--- config.mk ---
export PLATFORM = sky130hd
export DESIGN_NAME = ppam_top
export DESIGN_NICKNAME = d
export VERILOG_FILES = /design/src/hdl/ppam_pkg.sv /design/src/hdl/ppam_top.sv /design/src/hdl/ppam_divider.sv
export SDC_FILE = /design/constraint.sdc
export NUM_CORES = 1
export LEC_CHECK = 0
export BUFFER_PORTS_ARGS = -buffer_cell sky130_fd_sc_hd__clkbuf_2
export CORE_ASPECT_RATIO = 0.6
export CORE_MARGIN = 2
export CORE_UTILIZATION = 56
export DETAILED_ROUTE_END_ITERATION = 6
export PLACE_DENSITY_LB_ADDON = 0.05
export SLEW_MARGIN = 10
export SYNTH_ARGS = -nofsm -noshare
export SYNTH_HDL_FRONTEND = slang
export SYNTH_SLANG_ARGS = --single-unit
--- constraint.sdc ---
create_clock -name pclk -period 7.6 [get_ports pclk]
set_input_delay 1.52 -clock pclk [delete_from_list [all_inputs] [get_ports pclk]]
set_output_delay 1.52 -clock pclk [all_outputs]
set_load 0.01 [all_outputs]
--- src/hdl/ppam_pkg.sv ---
`default_nettype none

package ppam_pkg;

	// ----------------------------------------------------------------
	// register map (index times four gives the byte address)
	// ----------------------------------------------------------------
	localparam int unsigned ADDR_W      = 12;
	localparam logic [7:0]  CTRL_IDX    = 8'hd7;
	localparam logic [7:0]  SAMPLE_IDX  = 8'hd8;
	localparam logic [7:0]  STATUS_IDX  = 8'hd9;
	localparam logic [ADDR_W-1:0] CTRL_ADDR   = {2'b00, CTRL_IDX, 2'b00};
	localparam logic [ADDR_W-1:0] SAMPLE_ADDR = {2'b00, SAMPLE_IDX, 2'b00};
	localparam logic [ADDR_W-1:0] STATUS_ADDR = {2'b00, STATUS_IDX, 2'b00};

	// ----------------------------------------------------------------
	// reset values and field positions
	// ----------------------------------------------------------------
	localparam logic [7:0]  CTRL_RESET      = 8'h00;
	localparam logic [7:0]  SAMPLE_RESET    = 8'h00;
	localparam int unsigned SAMPLE_SIGN_BIT = 7;
	localparam int unsigned MAG_W           = 9;

	// ----------------------------------------------------------------
	// prescaler codes and divide ratios (stored as ratio minus one)
	// ----------------------------------------------------------------
	localparam int unsigned DIV_W      = 3;
	localparam logic [1:0]  PRESC_DIV4 = 2'b00;
	localparam logic [1:0]  PRESC_DIV6 = 2'b01;
	localparam logic [1:0]  PRESC_DIV7 = 2'b10;
	localparam logic [DIV_W-1:0] DIV4_M1 = 3'h3;
	localparam logic [DIV_W-1:0] DIV6_M1 = 3'h5;
	localparam logic [DIV_W-1:0] DIV7_M1 = 3'h6;
	localparam logic [DIV_W-1:0] FULL_M1 = 3'h0;
	localparam logic [DIV_W-1:0] HALF_M1 = 3'h1;

	// ----------------------------------------------------------------
	// sample period
	// ----------------------------------------------------------------
	localparam int unsigned PERIOD_TICKS = 128;
	localparam int unsigned PERIOD_W     = $clog2(PERIOD_TICKS);
	localparam logic [PERIOD_W-1:0] PERIOD_LAST = 7'h7f;

	// ----------------------------------------------------------------
	// carriers
	// ----------------------------------------------------------------
	typedef struct packed {
		logic [1:0] wide_lsbs;
		logic       wide_sample_select;
		logic       spare_hi;
		logic [1:0] prescale;
		logic       spare_lo;
		logic       power;
	} ppam_ctrl_s;

	typedef struct packed {
		logic              psel;
		logic              penable;
		logic              pwrite;
		logic [ADDR_W-1:0] paddr;
		logic [31:0]       pwdata;
		logic [3:0]        pstrb;
	} ppam_apb_req_s;

	typedef struct packed {
		logic [31:0] prdata;
		logic        pready;
		logic        pslverr;
	} ppam_apb_rsp_s;

	typedef struct packed {
		logic positive_drive_out;
		logic positive_drive_oe_n;
		logic negative_drive_out;
		logic negative_drive_oe_n;
		logic pull_up_en;
	} ppam_drive_s;

endpackage : ppam_pkg

`default_nettype wire

--- src/hdl/ppam_top.sv ---
// How it works
// (RQ1) control bit 0 high runs the modulator; low floats both outputs with pull-ups
// (RQ2) control bit 5 selects 10-bit samples; reset value 0 gives 8-bit samples
// (RQ3) 10-bit duty value is the sample byte followed by control bits 7:6
// (RQ4) sample period is always 128 prescaled clocks, in both modes
// (RQ5) control bits 3:2 divide the core clock by 4, 6 or 7
// (RQ6) 10-bit duty clock is core clock for ratio 4, half core clock else
// (RQ7) selected output high for magnitude duty clocks from period start, then low
// (RQ8) sample bit 7 clear pulses positive output, set pulses negative output
// (RQ9) zero magnitude keeps both outputs low all period
// (RQ10) a written sample reaches the outputs at the next period start
// (RQ11) pulses repeat every period from current registers without software
// (RQ12) period is 512, 768 or 896 core clocks; same 128 ticks in both modes
// (RQ13) software treats magnitude 7F as full scale in 8-bit mode
// (RQ14) magnitude beyond the period saturates: output high the whole period
// (RQ15) software limits 10-bit magnitudes to 511, 447 or 383 by ratio
// (RQ16) software updates samples in step with the period
// (RQ17) software clears the power bit before global powerdown
// (RQ18) prescaler codes 00, 01, 10 give ratios 4, 6, 7; code 11 reserved
`timescale 1ns/1ps
`default_nettype none

module ppam_top
	import ppam_pkg::*;
(
	// clock and reset
	input  wire logic          pclk,
	input  wire logic          presetn,
	// register bus
	input  wire ppam_apb_req_s apb_req,
	output ppam_apb_rsp_s      apb_rsp,
	// speaker pins
	output ppam_drive_s        drive
);

	// ----------------------------------------------------------------
	// registers
	// ----------------------------------------------------------------
	ppam_ctrl_s            ctrl;
	logic [7:0]            sample;

	// ----------------------------------------------------------------
	// bus decode
	// ----------------------------------------------------------------
	logic        setup_phase;
	logic        access_done;
	logic        hit_ctrl;
	logic        hit_sample;
	logic        hit_status;
	logic        hit_any;
	logic        wr_lane0;
	logic        wr_ctrl;
	logic        wr_sample;
	logic [31:0] rd_mux;
	logic [31:0] status_word;

	assign setup_phase = apb_req.psel & ~apb_req.penable;
	assign access_done = apb_req.psel & apb_req.penable & apb_rsp.pready;
	assign hit_ctrl    = (apb_req.paddr == CTRL_ADDR);
	assign hit_sample  = (apb_req.paddr == SAMPLE_ADDR);
	assign hit_status  = (apb_req.paddr == STATUS_ADDR);
	assign hit_any     = hit_ctrl | hit_sample | hit_status;
	// control and sample are one byte wide, so only lane 0 carries write data
	assign wr_lane0    = access_done & apb_req.pwrite & apb_req.pstrb[0];
	assign wr_ctrl     = wr_lane0 & hit_ctrl;
	assign wr_sample   = wr_lane0 & hit_sample;

	assign rd_mux = hit_ctrl   ? {24'h00_0000, ctrl} :
	                hit_sample ? {24'h00_0000, sample} :
	                hit_status ? status_word :
	                32'h0000_0000;

	// ----------------------------------------------------------------
	// bus response: one wait-free access phase after every setup
	// ----------------------------------------------------------------
	always_ff @(posedge pclk or negedge presetn) begin
		if (!presetn) begin
			apb_rsp <= '0;
		end else if (setup_phase) begin
			apb_rsp.pready  <= 1'b1;
			apb_rsp.prdata  <= apb_req.pwrite ? 32'h0000_0000 : rd_mux;
			apb_rsp.pslverr <= ~hit_any;
		end else begin
			apb_rsp.pready  <= 1'b0;
			apb_rsp.pslverr <= 1'b0;
		end
	end

	always_ff @(posedge pclk or negedge presetn) begin
		if (!presetn) begin
			ctrl <= ppam_ctrl_s'(CTRL_RESET); // RQ2
		end else if (wr_ctrl) begin
			ctrl <= ppam_ctrl_s'(apb_req.pwdata[7:0]);
		end
	end

	always_ff @(posedge pclk or negedge presetn) begin
		if (!presetn) begin
			sample <= SAMPLE_RESET;
		end else if (wr_sample) begin
			sample <= apb_req.pwdata[7:0];
		end
	end

	// ----------------------------------------------------------------
	// sample decode
	// ----------------------------------------------------------------
	logic             new_sign;
	logic [MAG_W-1:0] narrow_mag;
	logic [MAG_W-1:0] wide_mag;
	logic [MAG_W-1:0] new_mag;

	assign new_sign   = sample[SAMPLE_SIGN_BIT]; // RQ8
	// the sign bit is never part of the magnitude in either mode
	assign narrow_mag = {2'b00, sample[SAMPLE_SIGN_BIT-1:0]};
	assign wide_mag   = {sample[SAMPLE_SIGN_BIT-1:0], ctrl.wide_lsbs}; // RQ3
	assign new_mag    = ctrl.wide_sample_select ? wide_mag : narrow_mag; // RQ2

	// ----------------------------------------------------------------
	// period sequencing state
	// ----------------------------------------------------------------
	typedef enum logic {
		SEQ_IDLE,
		SEQ_RUN
	} ppam_seq_e;

	ppam_seq_e           seq;
	logic                run;
	logic                act_wide;
	logic [1:0]          act_presc;
	logic                act_sign;
	logic [PERIOD_W-1:0] period_cnt;
	logic [MAG_W-1:0]    duty_cnt;

	logic                period_tick;
	logic                duty_tick;
	logic                period_end;
	logic                start;
	logic [DIV_W-1:0]    period_div_m1;
	logic [DIV_W-1:0]    duty_div_m1;

	logic                presc_div6;
	logic                presc_div7;
	logic [DIV_W-1:0]    wide_div_m1;

	assign presc_div6 = (act_presc == PRESC_DIV6); // RQ18
	assign presc_div7 = (act_presc == PRESC_DIV7); // RQ18

	// reserved code 11 falls back to the fastest ratio
	assign period_div_m1 = presc_div6 ? DIV6_M1 :
	                       presc_div7 ? DIV7_M1 :
	                       DIV4_M1; // RQ5 RQ18 RQ12

	// only ratio 4 lets the duty count run at the full core clock
	assign wide_div_m1 = (presc_div6 | presc_div7) ? HALF_M1 : FULL_M1; // RQ6
	assign duty_div_m1 = act_wide ? wide_div_m1 : period_div_m1; // RQ5 RQ6

	logic                restart_div;

	assign period_end  = period_tick & (period_cnt == PERIOD_LAST); // RQ4
	// a period begins when switched on or when the last one completes
	assign start       = ctrl.power & (~run | period_end); // RQ1 RQ11
	// both dividers realign at each period start, so every pulse is exact
	assign restart_div = start | ~ctrl.power; // RQ1 RQ4

	// ----------------------------------------------------------------
	// prescalers
	// ----------------------------------------------------------------
	ppam_divider #(
		.W (DIV_W)
	) u_period_div (
		.pclk    (pclk),
		.presetn (presetn),
		.restart (restart_div),
		.div_m1  (period_div_m1),
		.tick    (period_tick)
	);

	ppam_divider #(
		.W (DIV_W)
	) u_duty_div (
		.pclk    (pclk),
		.presetn (presetn),
		.restart (restart_div),
		.div_m1  (duty_div_m1),
		.tick    (duty_tick)
	);

	// ----------------------------------------------------------------
	// next-state logic
	// ----------------------------------------------------------------
	ppam_seq_e           next_seq;
	logic                next_wide;
	logic [1:0]          next_presc;
	logic                next_sign;
	logic [PERIOD_W-1:0] next_period_cnt;
	logic [MAG_W-1:0]    next_duty_cnt;
	logic                next_active;

	// ----------------------------------------------------------------
	// power sequencing
	// ----------------------------------------------------------------
	always_comb begin
		unique case (seq)
			SEQ_IDLE: next_seq = ctrl.power ? SEQ_RUN : SEQ_IDLE; // RQ1
			SEQ_RUN:  next_seq = ctrl.power ? SEQ_RUN : SEQ_IDLE; // RQ1
		endcase
	end

	assign run = (seq == SEQ_RUN);

	// ----------------------------------------------------------------
	// frozen settings and counters
	// ----------------------------------------------------------------
	// mode, ratio and sample are frozen for a whole period
	assign next_wide  = start ? ctrl.wide_sample_select : act_wide;
	assign next_presc = start ? ctrl.prescale : act_presc;
	assign next_sign  = start ? new_sign : act_sign; // RQ10

	assign next_period_cnt = !ctrl.power ? '0 :
	                         start       ? '0 :
	                         period_tick ? period_cnt + PERIOD_W'(1) :
	                         period_cnt; // RQ4

	// a count not spent by period end is reloaded, so the pin stays high
	assign next_duty_cnt = !ctrl.power                 ? '0 :
	                       start                       ? new_mag : // RQ7 RQ10 RQ11
	                       (duty_tick && duty_cnt != '0) ? duty_cnt - MAG_W'(1) :
	                       duty_cnt; // RQ14

	assign next_active = ctrl.power & (next_duty_cnt != '0); // RQ9

	// ----------------------------------------------------------------
	// state registers
	// ----------------------------------------------------------------
	always_ff @(posedge pclk or negedge presetn) begin
		if (!presetn) begin
			seq <= SEQ_IDLE;
		end else begin
			seq <= next_seq;
		end
	end

	always_ff @(posedge pclk or negedge presetn) begin
		if (!presetn) begin
			act_wide <= 1'b0;
		end else begin
			act_wide <= next_wide;
		end
	end

	always_ff @(posedge pclk or negedge presetn) begin
		if (!presetn) begin
			act_presc <= PRESC_DIV4;
		end else begin
			act_presc <= next_presc;
		end
	end

	always_ff @(posedge pclk or negedge presetn) begin
		if (!presetn) begin
			act_sign <= 1'b0;
		end else begin
			act_sign <= next_sign;
		end
	end

	always_ff @(posedge pclk or negedge presetn) begin
		if (!presetn) begin
			period_cnt <= '0;
		end else begin
			period_cnt <= next_period_cnt;
		end
	end

	always_ff @(posedge pclk or negedge presetn) begin
		if (!presetn) begin
			duty_cnt <= '0;
		end else begin
			duty_cnt <= next_duty_cnt;
		end
	end

	// ----------------------------------------------------------------
	// pin drivers
	// ----------------------------------------------------------------
	always_ff @(posedge pclk or negedge presetn) begin
		if (!presetn) begin
			drive.positive_drive_out  <= 1'b0;
			drive.negative_drive_out  <= 1'b0;
			drive.positive_drive_oe_n <= 1'b1;
			drive.negative_drive_oe_n <= 1'b1;
			drive.pull_up_en          <= 1'b1;
		end else begin
			drive.positive_drive_out  <= next_active & ~next_sign; // RQ7 RQ8
			drive.negative_drive_out  <= next_active & next_sign; // RQ7 RQ8
			drive.positive_drive_oe_n <= ~ctrl.power; // RQ1
			drive.negative_drive_oe_n <= ~ctrl.power; // RQ1
			drive.pull_up_en          <= ~ctrl.power; // RQ1
		end
	end

	// ----------------------------------------------------------------
	// status word
	// ----------------------------------------------------------------
	assign status_word = {16'h0000, 1'b0, period_cnt, 5'h00,
	                      drive.negative_drive_out, drive.positive_drive_out, run};

endmodule : ppam_top

`default_nettype wire

--- src/hdl/ppam_divider.sv ---
`timescale 1ns/1ps
`default_nettype none

module ppam_divider #(
	parameter int unsigned W = 3
) (
	// clock and reset
	input  wire logic         pclk,
	input  wire logic         presetn,
	// control
	input  wire logic         restart,
	input  wire logic [W-1:0] div_m1,
	// output
	output logic              tick
);

	logic [W-1:0] count;

	// compare with >= so a ratio lowered mid-count cannot overrun
	assign tick = (count >= div_m1);

	always_ff @(posedge pclk or negedge presetn) begin
		if (!presetn) begin
			count <= '0;
		end else if (restart || tick) begin
			count <= '0;
		end else begin
			count <= count + W'(1);
		end
	end

endmodule : ppam_divider

`default_nettype wire

==> flow_summary.yaml, run 1 <==
clock_tree:
  cts_tree: "yes"
  root_buffer: "clkbuf_8"
  clkLatencyLatePin_ns: 0.35
  cts.sinks: 63
  clk_pin_slew_ns: 0.07
  cts-resized-gates: 0
  numCtsBuffers: 9
  ctsLongestPathBuffers: 2
  cts_setup_buffers: 0
  clock_tree.htree_level_count: 3
  ctsHoldBuffers: 0
floorplanning:
  rows: 21
  start_util_pct: 58.2
  die_area_mm2: 0.00646
  ioPinCount: 92
  die_h_um: 63.1
  die_width_um: 102
  core_region_area_mm2: 0.00560
cells_and_area:
  drive_gt1_share_pct: 29.3
  nets: 408
  stdcell_count: 428
  syn_to_final_growth_pct: 13.8
  n_antenna_cell: 0
setup_path:
  crit_path_max_incr_delay_ns: 0.64
  regToRegSetupSlack_ns: 4.25
  slowest_stage: "nor2_1"
  arrival_ns: 3.88
  cpMostUsedCell: "nor2_1"
  reg2regPathDepth: 10
  setup.worst_path.class: "input port to register"
  path_max_fanout: 9
  endpoint_kind: "register"
  cp-endpoint: "ctrl[7]$_DFFE_PN0P_"
  crit_required_ns: 7.83
  r2r-start: "act_presc[0]$_DFFE_PN0P_"
  start_kind: "input port"
  cp-startpoint: "apb_req[37]"
  cp_cell_sequence: "clkbuf_2 -> nor4b_1 -> nand4_1 -> nor2_1 -> inv_1 -> nor2_1 -> mux2_2"
  timing.rr.end: "drive[4]$_DFF_PN0_"
sta:
  hold_viol_final: 0
  fin_crit_ns: 3.65
  setup_viol: 0
  slew_headroom_pct: 42.8
  finalMaxSlewViolations: 0
  finalCritPeriodShare_pct: 48.0
  tns_ns: 0
  finalHoldWorstSlack_ns: 0.461
  worst_slew_pin_slew_ns: 0.849
  fin_skew_ns: 0.00647
  maxClockFrequency_mhz: 274
  setup_slack_ns: 3.95
  rsz0062_at_grt: "no"
hold_path:
  hold_path_class: "register to register"
grt:
  grt_pass1_wl_mm: 11.0
  grt_max_degree: 64
  groute.usage.overall_pct: 22.6
  grt_pass1_vias: 2215
  antenna_found_initial: 0
  gr-total-overflow: 0
yosys:
  syn_avg_cell_area_um2: 11.0
  synth_area_mm2: 0.00326
  yosysWarnings: 0
  ys_seq_area_share_pct: 48.4
  yosysTopAreaCell: "dfrtp_1"
  syn_inst: 295
  yosys_register_bits: 63
  netlist_top_cells_area: "dfrtp_1 48%, mux2_2 8.6%, a22o_1 5.4%"
  synth_cell_type_count: 47
  synth.top_cell.area_share_pct: 47.6
  ys_top_cells_by_count: "62 x dfrtp_1, 25 x mux2_2, 20 x a22o_1, 20 x buf_4, 20 x nor2_1"
  async_reset_ff_share_pct: 100
  synth-main-ff-cell: "dfrtp_1"
  yosysMostFrequentCell: "dfrtp_1"
  synth_edf_count: 0
placement:
  dp_slack_ns: 3.65
  placed_cells: 412
  gp_congestion: 0.861
  dp_hpwl_mm: 4.63
  port_buffers: 47
power_and_ir_drop:
  power.density_mw_per_mm2: 284
  leakagePower_uw: 0.00183
  ir_drop_uv: 201
route:
  drt_pass1_iterations: 4
  wirelength_mm: 6.50
  routedWlPerCell_um: 15.2
  drc: 0
  viasPerCell: 5.43
  vias: 2323
  ant_nets: 0
  drtIter0Drc: 114
flow_run:
  drv_cap: 0
run_status:
  status: "completed"
## report_power, final
part,switching [µW],total [µW],internal (µW)
clock,133,345,212
combinational,150,271,120
sequential,50.5,439,388
## worst min path at each step
stage,startpoint,to,slack [ns],cells past startpoint
after global placement,u_period_div.count[0]$_DFF_PN0_,u_period_div.count[0]$_DFF_PN0_,0.45,1
after detailed placement,u_period_div.count[0]$_DFF_PN0_,u_period_div.count[0]$_DFF_PN0_,0.45,1
after global routing,u_duty_div.count[0]$_DFF_PN0_,u_duty_div.count[0]$_DFF_PN0_,0.50,1
after CTS,u_period_div.count[0]$_DFF_PN0_,u_period_div.count[0]$_DFF_PN0_,0.46,1
after floorplan,ctrl[0]$_DFFE_PN0P_,run$_DFF_PN0_,0.39,0
final,u_period_div.count[0]$_DFF_PN0_,u_period_div.count[0]$_DFF_PN0_,0.46,1
## critical path: cells and delay by family
family                 cells  cell delay (ns)
AND/OR/NAND/NOR            4             1.69
multiplexers               1             0.41
buffers and inverters      2             0.25
## cells in the final DEF, fill, tap and decap left out, types with 2 or more instances in the layout
master | synthesis | routed
dfrtp_1 | 62 | 62
clkbuf_2 | 0 | 47
mux2_2 | 25 | 25
nor2_1 | 20 | 20
a22o_1 | 20 | 20
nand2_1 | 17 | 17
conb_1 | 1 | 17
inv_1 | 12 | 12
o21ai_0 | 12 | 12
ha_1 | 12 | 12
clkbuf_8 | 2 | 12
a21oi_1 | 10 | 10
xor2_1 | 9 | 9
nand3_1 | 7 | 7
mux2i_1 | 6 | 6
nand4_1 | 6 | 6
nor3_1 | 5 | 5
xnor2_1 | 4 | 4
nand2b_1 | 3 | 3
and3_1 | 3 | 3
a211oi_1 | 3 | 3
nor2b_1 | 2 | 2
or2_2 | 2 | 2
a31oi_1 | 2 | 2
or4_1 | 2 | 2
nand4b_1 | 2 | 2
nor4_2 | 2 | 2
bufinv_16 | 0 | 2
buf_4 | 20 | 2
## cell families (layout without fill, tap and decap cells)
family                     count (synthesis)  in the layout  share of synthesized area (%)
other                                      1             17                          0.115
and+or+nand+nor                           82             82                           14.0
buffers and inverters                     40             77                           7.57
AOI/OAI and AO/OA                         53             53                           11.3
adders and majority gates                 12             12                           4.61
DFF                                       63             63                           48.4
xor gates and xnor gates                  13             13                           3.49
muxes                                     31             31                           10.5
## per-layer routing
layer / wire length, µm / up-vias / GRT usage, % / part of all wire, %
li1: - / 1114 / - / -
met2: 2720 / 63 / 30.3 / 42
met1: 3350 / 1140 / 34.7 / 52
met5: 0 / - / 0 / 0
met4: 74 / 0 / 6.00 / 1.1
met3: 351 / 6 / 7.99 / 5.4
## per-stage QoR
step	util [%]	instance area (µm²)	power, µW
after floorplan	-	3320	657
after global placement	61.9	3470	710
after detailed placement	61.9	3470	714
after CTS	66.3	3710	1060
after global routing	66.3	3710	1130
final	66.3	3710	1050
## flip-flops by register name, indices dropped and copies added (netlist names)
name                cells
ctrl                    8
u_duty_div.count        3
run                     1
act_sign                1
act_wide                1
sample                  8
u_period_div.count      3
duty_cnt                9
act_presc               2
apb_rsp                17
period_cnt              7
drive                   3
## final cells by class
cell class	count	area [µm²]
flip-flops and latches	63	1580
fillers	466	1890
well taps	80	100
clock buffers	12	165
multi-input cells	208	1490
inverters	12	45.0
repair buffers	49	250
clock inverters	4	76.3
Power figures use the tool's default switching activity.
==> run 2: changes to the inputs <==
--- a/config.mk
+++ b/config.mk
@@ -8,7 +8,7 @@
 export BUFFER_PORTS_ARGS = -buffer_cell sky130_fd_sc_hd__clkbuf_2
 export CORE_ASPECT_RATIO = 0.6
 export CORE_MARGIN = 2
-export CORE_UTILIZATION = 56
+export CORE_UTILIZATION = 52
 export DETAILED_ROUTE_END_ITERATION = 6
 export PLACE_DENSITY_LB_ADDON = 0.05
 export SLEW_MARGIN = 10
==> constraint.sdc (replaced) <==
create_clock -name pclk -period 3.4 [get_ports pclk]
set_input_delay 0.68 -clock pclk [delete_from_list [all_inputs] [get_ports pclk]]
set_output_delay 0.68 -clock pclk [all_outputs]
set_load 0.01 [all_outputs]
==> run 2 against run 1 <==
Clock-buffer cell count shrank 3. Setup slack lost 3.6 ns. Clock power grew 130%. Total power grew 130%. Non-clock buffer count grew 4. Combinational power grew 130%. Critical path depth grew 3. Routed wire length grew 2.4%. Register-to-register slack lost 3.9 ns. Clock skew grew 0.0059 ns.
==> flow_summary.yaml, run 2 (synthesis gave the netlist of run 1 again) <==
sta:
  setup_slack_ns: 0.395
  fin_skew_ns: 0.0124
  hold_viol_final: 0
  fin_crit_ns: 3.01
  rsz0062_at_grt: "no"
  slew_headroom_pct: 49.2
  setup_viol: 0
  finalCritPeriodShare_pct: 88.4
  maxClockFrequency_mhz: 333
  worst_slew_pin_slew_ns: 0.762
  finalMaxSlewViolations: 0
  tns_ns: 0
  finalHoldWorstSlack_ns: 0.257
cells_and_area:
  layout_common_cells: "62 x dfrtp_1, 47 x clkbuf_2, 25 x mux2_2, 20 x nor2_1, 20 x a22o_1"
  stdcell_count: 436
  num-fill-cells: 509
  regMostFlops: "apb_rsp"
  largest_registers: "apb_rsp x17, duty_cnt x9"
  drive_gt1_share_pct: 30.1
  nets: 412
  largest_reg_flops: 17
  n_antenna_cell: 0
  final_common_cell: "dfrtp_1"
  syn_to_final_growth_pct: 15.0
power_and_ir_drop:
  p_int_uw: 1630
  ir_drop_uv: 352
  p_switching_uw: 758
  p_clk_share_pct: 33.3
  leakagePower_uw: 0.00185
  power.density_mw_per_mm2: 639
  p_sw_share_pct: 31.7
  combPwrFrac_pct: 25.8
  pwr-share-seq_pct: 40.9
  total_power_uw: 2390
flow_run:
  drv_cap: 0
floorplanning:
  core_region_area_mm2: 0.00608
  die_h_um: 65.3
  die_width_um: 106
  ioPinCount: 92
  die_area_mm2: 0.00694
  start_util_pct: 53.6
  rows: 22
placement:
  port_buffers: 47
  dp_hpwl_mm: 4.89
  gp_congestion: 0.799
  dp_slack_ns: 0.387
  placed_cells: 420
run_status:
  status: "completed"
setup_path:
  arrival_ns: 3.22
  crit_required_ns: 3.61
  start_kind: "register"
  path_max_fanout: 6
  setup.worst_path.class: "register to register"
  endpoint_kind: "register"
route:
  drtIter0Drc: 89
  viasPerCell: 5.33
  drc: 0
  ant_nets: 0
  vias: 2324
  wirelength_mm: 6.66
  routedWlPerCell_um: 15.3
  drt_pass1_iterations: 4
clock_tree:
  numCtsBuffers: 9
  clk_pin_slew_ns: 0.08
  cts-resized-gates: 0
  cts_tree: "yes"
  ctsLongestPathBuffers: 2
  cts.sinks: 63
  cts_setup_buffers: 0
  clock_tree.htree_level_count: 3
  clkLatencyLatePin_ns: 0.35
  ctsHoldBuffers: 0
  root_buffer: "clkbuf_8"
grt:
  antenna_found_initial: 0
  gr-total-overflow: 0
  grt_pass1_wl_mm: 11.4
  grt_max_degree: 47
  groute.usage.overall_pct: 21.9
  grt_pass1_vias: 2239
hold_path:
  hold_path_class: "input port to asynchronous set/reset pin"
[run 2: layout make-up]
class | count | area (µm²) | share of cell area [%]
Inverter | 12 | 45.0 | 1.20
Timing Repair Buffer | 53 | 280 | 7.48
Clock buffer | 9 | 124 | 3.31
Sequential cell | 63 | 1580 | 42.1
Multi-Input combinational cell | 208 | 1490 | 39.9
Clock inverter | 7 | 120 | 3.21
Tap cell | 84 | 105 | 2.81
[run 2: metal layers]
| layer | part of all wire, % | GRT usage [%] |
|---|---|---|
| met5 | 0 | 0 |
| met4 | 0.78 | 5.43 |
| met3 | 6.1 | 8.13 |
| met2 | 42 | 31.6 |
| met1 | 51 | 31.2 |
[run 2: metrics by stage]
| stage | instance area (µm²) | util [%] |
|---|---|---|
| 6_report | 3750 | 61.6 |
| 5_1_grt | 3750 | 61.6 |
| 4_1_cts | 3750 | 61.6 |
| 3_5_place_dp | 3500 | 57.6 |
| 3_3_place_gp | 3500 | 57.6 |
| 2_1_floorplan | 3320 | - |
[run 2: path summary, 6_finish.rpt]
| kind | startpoint | endpoint | slack (ns) | cells after the start |
|---|---|---|---|---|
| worst min-delay path | presetn | period_cnt[1]$_DFFE_PN0P_ | 0.26 | 1 |
| max in group asynchronous | presetn | drive[3]$_DFF_PN1_ | 2.19 | 2 |
| worst max-delay path | act_presc[0]$_DFFE_PN0P_ | drive[4]$_DFF_PN0_ | 0.39 | 10 |
| worst min register to register | u_period_div.count[0]$_DFF_PN0_ | u_period_div.count[0]$_DFF_PN0_ | 0.46 | 1 |
| worst max register to register | act_presc[0]$_DFFE_PN0P_ | drive[4]$_DFF_PN0_ | 0.39 | 10 |
| min in group pclk | u_period_div.count[0]$_DFF_PN0_ | u_period_div.count[0]$_DFF_PN0_ | 0.46 | 1 |
[run 2: critical path: stages (launching register included)]
cell      delay, ns
dfrtp_1        0.38
inv_1          0.06
ha_1           0.32
ha_1           0.29
and2_1         0.14
a21boi_1       0.08
o21ai_0        0.56
nand2_1        0.36
mux2i_1        0.22
nor4_2         0.34
a211oi_1       0.13
[run 2: power groups by stage]
stage	combinational, µW	clock (µW)	sequential [µW]
3_3_place_gp	608	0	992
2_1_floorplan	502	0	965
3_5_place_dp	617	0	992
5_1_grt	716	858	998
6_report	617	797	978
4_1_cts	623	812	977
